### src/vfcgp_pkg.sv
// shared constants and types for the gated pulse converter logic
package vfcgp_pkg;
  localparam int unsigned CLK_FREQ_HZ   = 100_000_000;
  localparam int unsigned XTAL_START_US = 5000;
  localparam int unsigned XTAL_START_CYC = XTAL_START_US * (CLK_FREQ_HZ / 1_000_000);
  localparam int unsigned START_CNT_W   = 20;
  localparam logic [3:0]  SETTLE_CYC    = 4'hA;
  localparam logic [3:0]  SETTLE_CYC_MC = 4'h2;
  localparam int unsigned CODE_W        = 12;
  localparam int unsigned ACC_W         = 16;
  // 0.05 and 0.40 of the accumulator range, giving 0.05 .. 0.45 of the clock
  localparam logic [15:0] STEP_MIN      = 16'h0CCD;
  localparam logic [15:0] STEP_SPAN     = 16'h6666;
  localparam logic [1:0]  STRAP_WAIT    = 2'h3;
  localparam logic [4:0]  GAP_MAX       = 5'h14;
  localparam logic [4:0]  GAP_MIN       = 5'h02;

  typedef enum logic [1:0]
  {
    VFCGP_OFF    = 2'b00,
    VFCGP_START  = 2'b01,
    VFCGP_SETTLE = 2'b11,
    VFCGP_RUN    = 2'b10
  } vfcgp_state_t;
endpackage

### src/vfcgp_top.sv
// control, power-down and pulse output of the synchronous converter
`timescale 1ns/10ps
// Behaviour
// - master clock comes from external clock input or crystal across both clock pins
// - master clock appears on clock output pin in crystal mode, outside standby; light load, buffer before reuse
// - power_down_n low enters standby; no valid pulse output
// - unsynchronised gate may give one count error; tolerated
// - pulse rate spans 0.05 to 0.45 of the master clock
// - each pulse starts on a clock edge, one full clock period wide
module vfcgp_top
  import vfcgp_pkg::*;
#(
  parameter int unsigned START_CYCLES = XTAL_START_CYC
)
(
  input  wire logic                        clock,
  input  wire logic                        arst_n,
  input  wire logic                        power_down_n,
  input  wire logic                        crystal_select,
  input  wire logic [vfcgp_pkg::CODE_W-1:0] input_code,
  output logic                             pulse_out,
  output logic                             clock_out_en,
  output logic                             standby,
  output logic                             output_valid
);
  import vfcgp_pkg::*;

  typedef struct packed
  {
    logic                   wake_s1;
    logic                   wake_s2;
    logic                   xs_s1;
    logic                   xs_s2;
    logic [CODE_W-1:0]      code_s1;
    logic [CODE_W-1:0]      code_s2;
    logic [CODE_W-1:0]      code_hold;
    logic [1:0]             strap_cnt;
    logic                   strap_taken;
    logic                   crystal_mode;
    vfcgp_state_t           st;
    logic [START_CNT_W-1:0] start_cnt;
    logic [3:0]             settle_cnt;
    logic                   pulse;
    logic                   clk_en;
    logic                   standby;
    logic                   valid;
  } vfcgp_top_t;

  vfcgp_top_t s_q;
  vfcgp_top_t s_d;
  logic       rst_s1;
  logic       rst_n;
  logic       gen_pulse;
  logic       gen_en;
  logic       code_chg;

  always_ff @(posedge clock or negedge arst_n)
  begin
    if (!arst_n)
    begin
      rst_s1 <= 1'b0;
      rst_n  <= 1'b0;
    end
    else
    begin
      rst_s1 <= 1'b1;
      rst_n  <= rst_s1;
    end
  end

  // pulses only while the modulator is powered and clocked
  assign gen_en = (s_q.st == VFCGP_SETTLE) || (s_q.st == VFCGP_RUN);

  vfcgp_rate_gen u_gen
  (
    .clock  (clock),
    .rst_n  (rst_n),
    .enable (gen_en),
    .code   (s_q.code_s2),
    .pulse  (gen_pulse)
  );

  always_comb
  begin
    s_d         = s_q;
    s_d.wake_s1 = power_down_n;
    s_d.wake_s2 = s_q.wake_s1;
    s_d.xs_s1   = crystal_select;
    s_d.xs_s2   = s_q.xs_s1;
    s_d.code_s1 = input_code;
    s_d.code_s2 = s_q.code_s1;
    s_d.code_hold = s_q.code_s2;
    code_chg    = s_q.code_s2 != s_q.code_hold;
    // strap is caught once, after the synchroniser has filled
    if (!s_q.strap_taken)
    begin
      s_d.strap_cnt = s_q.strap_cnt + 2'h1;
      if (s_q.strap_cnt == STRAP_WAIT)
      begin
        s_d.strap_taken  = 1'b1;
        s_d.crystal_mode = s_q.xs_s2;
      end
    end
    case (s_q.st)
      VFCGP_OFF:
      begin
        if (s_q.wake_s2 && s_q.strap_taken)
        begin
          if (s_q.crystal_mode)
          begin
            // oscillator needs its start-up time before pulses mean anything
            s_d.st        = VFCGP_START;
            s_d.start_cnt = START_CNT_W'(START_CYCLES - 1);
          end
          else
          begin
            s_d.st         = VFCGP_SETTLE;
            s_d.settle_cnt = SETTLE_CYC;
          end
        end
      end
      VFCGP_START:
      begin
        s_d.start_cnt = s_q.start_cnt - 1'b1;
        if (s_q.start_cnt == '0)
        begin
          s_d.st         = VFCGP_SETTLE;
          s_d.settle_cnt = SETTLE_CYC;
        end
      end
      VFCGP_SETTLE:
      begin
        if (code_chg)
          s_d.settle_cnt = SETTLE_CYC;
        else if (s_q.settle_cnt == 4'h1)
          s_d.st = VFCGP_RUN;
        else
          s_d.settle_cnt = s_q.settle_cnt - 4'h1;
      end
      VFCGP_RUN:
      begin
        // an input step restarts settling
        if (code_chg)
        begin
          s_d.st         = VFCGP_SETTLE;
          s_d.settle_cnt = SETTLE_CYC;
        end
      end
      default:
        s_d.st = VFCGP_OFF;
    endcase
    if (!s_q.wake_s2)
      s_d.st = VFCGP_OFF;
    // pulses stay on clock edges; a free-running gate may see one more or less
    s_d.pulse   = gen_pulse && gen_en && s_q.wake_s2;
    s_d.standby = s_d.st == VFCGP_OFF;
    s_d.valid   = s_d.st == VFCGP_RUN;
    // drive the clock output only when a crystal makes the clock here
    s_d.clk_en  = s_q.crystal_mode && (s_d.st != VFCGP_OFF);
  end

  always_ff @(posedge clock or negedge rst_n)
  begin
    if (!rst_n)
    begin
      s_q         <= '0;
      s_q.st      <= VFCGP_OFF;
      s_q.standby <= 1'b1;
    end
    else
      s_q <= s_d;
  end

  assign pulse_out    = s_q.pulse;
  assign clock_out_en = s_q.clk_en;
  assign standby      = s_q.standby;
  assign output_valid = s_q.valid;

  // checking helpers: cycles since the last pulse while running
  logic [4:0] gap_q;
  logic       gap_ok_q;

  always_ff @(posedge clock or negedge rst_n)
  begin
    if (!rst_n)
    begin
      gap_q    <= '0;
      gap_ok_q <= 1'b0;
    end
    else if (s_q.st != VFCGP_RUN)
    begin
      gap_q    <= '0;
      gap_ok_q <= 1'b0;
    end
    else if (pulse_out)
    begin
      gap_q    <= 5'h1;
      gap_ok_q <= 1'b1;
    end
    else if (gap_q != 5'h1F)
      gap_q <= gap_q + 5'h1;
  end
endmodule

### src/vfcgp_rate_gen.sv
// phase accumulator that turns a code into a clock-synchronous pulse rate
`timescale 1ns/10ps
module vfcgp_rate_gen
  import vfcgp_pkg::*;
(
  input  wire logic                         clock,
  input  wire logic                         rst_n,
  input  wire logic                         enable,
  input  wire logic [vfcgp_pkg::CODE_W-1:0] code,
  output logic                              pulse
);
  import vfcgp_pkg::*;

  typedef struct packed
  {
    logic [ACC_W-1:0] acc;
    logic             pulse;
  } vfcgp_gen_t;

  vfcgp_gen_t       s_q;
  vfcgp_gen_t       s_d;
  logic [27:0]      prod;
  logic [ACC_W-1:0] step;
  logic [ACC_W:0]   sum;

  always_comb
  begin
    prod = 28'(code) * 28'(STEP_SPAN);
    step = STEP_MIN + prod[27:12];
    sum  = {1'b0, s_q.acc} + {1'b0, step};
    s_d  = s_q;
    if (enable)
    begin
      s_d.acc   = sum[ACC_W-1:0];
      // carry out starts one pulse, always one clock wide; step below half range
      s_d.pulse = sum[ACC_W];
    end
    else
    begin
      s_d.acc   = '0;
      s_d.pulse = 1'b0;
    end
  end

  always_ff @(posedge clock or negedge rst_n)
  begin
    if (!rst_n)
      s_q <= '0;
    else
      s_q <= s_d;
  end

  assign pulse = s_q.pulse;
endmodule

### config.mk
export PLATFORM = sky130hd
export DESIGN_NAME = vfcgp_top
export DESIGN_NICKNAME = d
export VERILOG_FILES = /design/src/vfcgp_pkg.sv /design/src/vfcgp_top.sv /design/src/vfcgp_rate_gen.sv
export SDC_FILE = /design/constraint.sdc
export NUM_CORES = 1
export LEC_CHECK = 0
export BUFFER_PORTS_ARGS = -buffer_cell sky130_fd_sc_hd__buf_2
export CAP_MARGIN = 30
export CELL_PAD_IN_SITES_DETAIL_PLACEMENT = 0
export CELL_PAD_IN_SITES_GLOBAL_PLACEMENT = 1
export CORE_MARGIN = 2
export CORE_UTILIZATION = 51
export CTS_CLUSTER_SIZE = 14
export DETAILED_ROUTE_END_ITERATION = 8
export HOLD_SLACK_MARGIN = 0.02
export PLACE_DENSITY = 0.87
export SLEW_MARGIN = 20
export SYNTH_ARGS = -nofsm -noshare
export SYNTH_HDL_FRONTEND = slang
export SYNTH_SLANG_ARGS = --single-unit
### constraint.sdc
create_clock -name clock -period 3.1 [get_ports clock]
set_input_delay 0.31 -clock clock [delete_from_list [all_inputs] [get_ports clock]]
set_output_delay 0.31 -clock clock [all_outputs]
set_load 0.005 [all_outputs]
# [Word level (Yosys, flattened, before mapping)]
# Cells that the tools add are included.
[classes] multipliers=1 n_reduce_logical=13 add_sub_neg=5 muxes=19 n_eq_ne=13 bitwise_logic=1
[ops] cell="20-bit one-hot mux with 2 select lines" count=1
[ops] cell="12-bit by 14-bit multiplier with 26-bit output, second input constant" count=1
[ops] cell="26-bit 2-to-1 mux" count=1
[ops] cell="20-bit logical NOT" count=1
[ops] cell="20-bit 2-to-1 mux" count=1
[ops] cell="4-bit 2-to-1 mux" count=5
[ops] cell="20-bit by 1-bit subtractor with 20-bit output, second input constant" count=1
[ops] cell="16-bit by 16-bit adder with 17-bit output" count=1
[ops] cell="17-bit 2-to-1 mux" count=1
[ops] cell="12-bit by 15-bit adder with 16-bit output, first input constant" count=1
[ops] cell="2-bit 2-to-1 mux" count=8
[ops] cell="4-bit one-hot mux with 4 select lines" count=1
[ops] cell="12-bit inequality test" count=1
[ops] cell="2-bit inequality test, second input constant" count=5
[ops] cell="2-bit == test, second input constant" count=4
[ops] cell="2-bit one-hot mux with 4 select lines" count=1
[ops] cell="5-bit AND reduction" count=1
[ops] cell="4-bit by 1-bit == test with 1-bit output, second input constant" count=1
[ops] cell="1-bit logical AND" count=4
[ops] cell="2-bit logical NOT" count=2
[ops] cell="2-bit nonzero test" count=2
[ops] cell="4-bit by 1-bit subtractor with 4-bit output, second input constant" count=1
[ops] cell="3-bit inequality test, second input constant" count=1
[ops] cell="3-bit AND reduction" count=1
[ops] cell="5 further kinds" count=5
[totals] wordCells=73 in_bits=16 register_bits=93

# [Longest topological paths before layout]
[depth] ltp_word=7 mapped_depth=26

# [By module]
# From an unflattened synthesis, not the netlist that was laid out.
[hier_totals] hier_cells=661 hier_area_um2=6782.8
[modules_own_cells] mod="vfcgp_rate_gen" area_per_inst_um2=3672.3 n_inst=1 cells_per_inst=399
[modules_own_cells] mod="vfcgp_top" area_per_inst_um2=3110.5 n_inst=1 cells_per_inst=262

# [Worst setup path after synthesis]
# Ideal clock, no wire load.
[synth_timing] kind="flip-flop to flip-flop" from="register s_q, in the netlist s_d[38]" to="register u_gen.s_q[15] in the netlist's numbering" path_stages_with_launch=26 required_ns=2.972 n_path_buf=0 setup_slack_ns=-3.177 arrival_time_ns=6.149 synth_period_minus_slack_ns=6.277 path_cell_list="dfrtp_1 -> inv_1 -> ha_1 -> inv_1 -> fa_1 -> fa_1 -> inv_1 -> fa_1 -> inv_1 -> fa_1 -> ha_1 -> a21oi_1 -> and2_1 -> a31oi_4 -> or4b_1 -> and2_1 -> xnor2_1 -> ha_1 -> inv_1 -> ha_1 -> o21a_1 -> o21ai_0 -> o31ai_1 -> o41ai_1 -> o21ai_0 -> mux2i_1"
[synth_rtl] item="start, declared" line_no="vfcgp_top.sv:49" text="vfcgp_top_t s_q;"
[synth_rtl] item="end signal, assigned" line_no="vfcgp_rate_gen.sv:48" text="s_q <= '0;"
[synth_rtl] item="end signal, assigned" line_no="vfcgp_rate_gen.sv:50" text="s_q <= s_d;"
[synth_rtl] item="end, declared" line_no="vfcgp_rate_gen.sv:20" text="vfcgp_gen_t s_q;"

==> flow_metrics.env <==
export IMPL_synth_cell_area_sq_mm=0.00682
export IMPL_syn_num_nets=828
export IMPL_cts_path_max_buffers=2
export IMPL_crit_required_ns=3.38
export IMPL_final_cell_mix="118 x buf_4, 91 x ha_1, 90 x dfrtp_1"
export IMPL_dieArea_sq_mm=0.0143
export IMPL_ant_nets=0
export IMPL_final_cells=1002
export IMPL_post_route_min_period_ns=6.05
export IMPL_grt_overflow=0
export IMPL_mostFrequentLayoutCell="buf_4"
export IMPL_min_path_cells=1
export IMPL_reg2reg_from="s_d[38]$_DFF_PN0_"
export IMPL_clkSinkCount=93
export IMPL_maxSlewViolCount=0
export IMPL_skew_ns=0.0122
export IMPL_hold_ws_ns=0.0568
export IMPL_cp_arrival_ns=6.32
export IMPL_fin_nets=975
export IMPL_grt_pass1_wl_mm=26.1
export IMPL_failed_checks="setup timing"
export IMPL_num_io_pins=20
export IMPL_yosys_warnings=0
export IMPL_die_y_microns=120
export IMPL_syn_avg_cell_area_sq_um=10.1
export IMPL_rr_worst_depth=26
export IMPL_grt_usage=0.229
export IMPL_routedWlPerCell_microns=15.9
export IMPL_rsz0062_at_grt="yes"
export IMPL_firstDrtPassIters=4
export IMPL_tritoncts="built"
export IMPL_worstMarginPinSlew_ns=0.702
export IMPL_htreeDepth=3
export IMPL_fp_dieW_microns=120
export IMPL_ys_types=62
export IMPL_coreArea_sq_mm=0.0131
export IMPL_ys_ff_latch=93
export IMPL_drc=0
export IMPL_max_freq_mhz=165
export IMPL_antenna_found_initial=0
export IMPL_r2r_slack_ns=-2.95
export IMPL_placedCellCount=973
export IMPL_cap_viol_max_count=0
export IMPL_finalSetupViolCount=17
export IMPL_dp_hpwl_mm=11.7
export IMPL_hold_end="s_d[70]$_DFF_PN0_"
export IMPL_end_kind="flip-flop"
export IMPL_cp_max_fo=6
export IMPL_numCtsBuffers=9
export IMPL_seq_area_frac_synth=0.342
export IMPL_timing_slew_headroom=0.532
export IMPL_synth_main_ff_cell="dfrtp_1"
export IMPL_synth_enable_flop_cells=0
export IMPL_gp_congestion=0.866
export IMPL_fp_row_count=42
export IMPL_clk_latency_ns=0.36
export IMPL_r2r_end="u_gen.s_q[15]$_DFF_PN0_"
export IMPL_setup_ws_ns=-2.95
export IMPL_area_growth_pct=28.9
export IMPL_final_hold_violation_count=0
export IMPL_wl_mm=15.9
export IMPL_status="finished with violations"
export IMPL_critical_path_class="flip-flop to flip-flop"
export IMPL_viasPerCell=5.35
export IMPL_async_flop_share=1.00
export IMPL_period_share=1.95
export IMPL_layout_drive_gt1_share=0.295
export IMPL_fillCellCount=991
export IMPL_vias=5356
export IMPL_clk_pin_slew_ns=0.07
export IMPL_initial_utilization=0.519
export IMPL_grt_pass1_vias=5647
export IMPL_drt_iter0_markers=268
export IMPL_io_buffers=19
export IMPL_grt_max_degree=64
export IMPL_min_path_type="primary input to flip-flop"
export IMPL_start_kind="flip-flop"
export IMPL_synth_cells=674
export IMPL_antenna_cells=0
export IMPL_clockRootBuffer="clkbuf_16"
export IMPL_min_from="crystal_select"
==> state kept, by name, summed over array words and instances (netlist names) <==
name	cells
clock_out_en	1
output_valid	1
pulse_out	1
rst_n	1
rst_s1	1
s_d	26
s_q	44
standby	1
u_gen.pulse	1
u_gen.s_q	16
==> worst max path at each step <==
stage                      startpoint                 endpoint  cells past startpoint
floorplan           s_d[38]$_DFF_PN0_  u_gen.s_q[15]$_DFF_PN0_                     25
global placement    s_d[41]$_DFF_PN0_  u_gen.s_q[15]$_DFF_PN0_                     24
detailed placement  s_d[41]$_DFF_PN0_  u_gen.s_q[15]$_DFF_PN0_                     24
CTS                 s_d[41]$_DFF_PN0_  u_gen.s_q[16]$_DFF_PN0_                     23
global route        s_d[38]$_DFF_PN0_  u_gen.s_q[15]$_DFF_PN0_                     26
finish              s_d[38]$_DFF_PN0_  u_gen.s_q[15]$_DFF_PN0_                     26
==> layer usage <==
| metal | vias up | share of wire | track usage | wire length, microns |
|---|---|---|---|---|
| met5 | - | 0 | 0 | 0 |
| met4 | 0 | 0.020 | 0.0699 | 312 |
| met3 | 28 | 0.023 | 0.0356 | 363 |
| met2 | 84 | 0.54 | 0.420 | 8560 |
| met1 | 2630 | 0.42 | 0.275 | 6700 |
| li1 | 2614 | - | - | - |
==> per-stage QoR <==
step	setup TNS, ns	setup WS, ns	instance area [sq um]	utilization
floorplan	-36.66	-2.65	6940	-
global route	-43.99	-3.14	8790	0.669
detailed placement	-41.64	-2.99	8080	0.615
finish	-40.97	-2.95	8790	0.669
global placement	-38.72	-2.77	8080	0.615
CTS	-40.31	-2.88	8640	0.657
==> critical path: stages, from the launching register on <==
cell	delay (ns)
dfrtp_1	0.40
inv_2	0.07
ha_4	0.28
inv_4	0.04
fa_2	0.34
fa_1	0.51
inv_1	0.05
fa_1	0.48
inv_1	0.06
fa_1	0.54
ha_4	0.23
a21oi_2	0.15
and2_4	0.18
a31oi_4	0.12
or4b_4	0.52
and2_4	0.18
xnor2_2	0.13
ha_1	0.29
inv_2	0.04
ha_4	0.25
o21a_1	0.12
o21ai_2	0.09
o31ai_4	0.30
o41ai_2	0.09
buf_4	0.15
o21ai_2	0.14
mux2i_1	0.21
==> cell families after synthesis <==
logic type	share of synthesized area
flops	0.342
fa+ha+maj	0.289
compound gates	0.131
buf+inv	0.0575
simple gates	0.125
other cells	0.000550
xor+xnor	0.0501
mux	0.00624
==> synthesized netlist by cell type (all sizes together), types with 3 or more instances <==
cell type,n,area (sq um)
a21o,12,90.1
a21oi,39,199
a31oi,13,96.3
and2,6,37.5
and3,9,56.3
clkbuf,6,22.5
dfrtp,92,2300
fa,32,641
ha,106,1330
inv,97,364
nand2,21,78.8
nand2b,4,25.0
nand3,11,60.1
nand4,5,31.3
nor2,50,188
nor2b,9,56.3
nor3,21,115
nor3b,3,22.5
nor4,5,31.3
o211ai,6,45.0
o21a,13,97.6
o21ai,27,135
o41ai,4,35.0
or2,4,25.0
or3,4,30.0
xnor2,17,149
xor2,22,193
==> final cells by class <==
class	instances	area (sq um)	area share
Clock inverter	6	118	0.0134
Clock buffer	10	239	0.0272
Timing Repair Buffer	143	1060	0.120
Multi-Input combinational cell	477	4450	0.507
Tap cell	176	220	0.0251
Sequential cell	93	2330	0.266
Inverter	97	367	0.0417
==> repair_timing <==
item                                   4_1_cts  5_1_grt
buffers inserted                             7        5
cloned                                       0        0
setup endpoints to repair                   17       17
gates resized for setup                     32       23
pin swaps                                   34       19
endpoints found under the hold margin        2        0
hold buffers                                 1        0
Power is not shown: default switching activity piles up to over one toggle a cycle in this logic, so the estimate is an artifact.
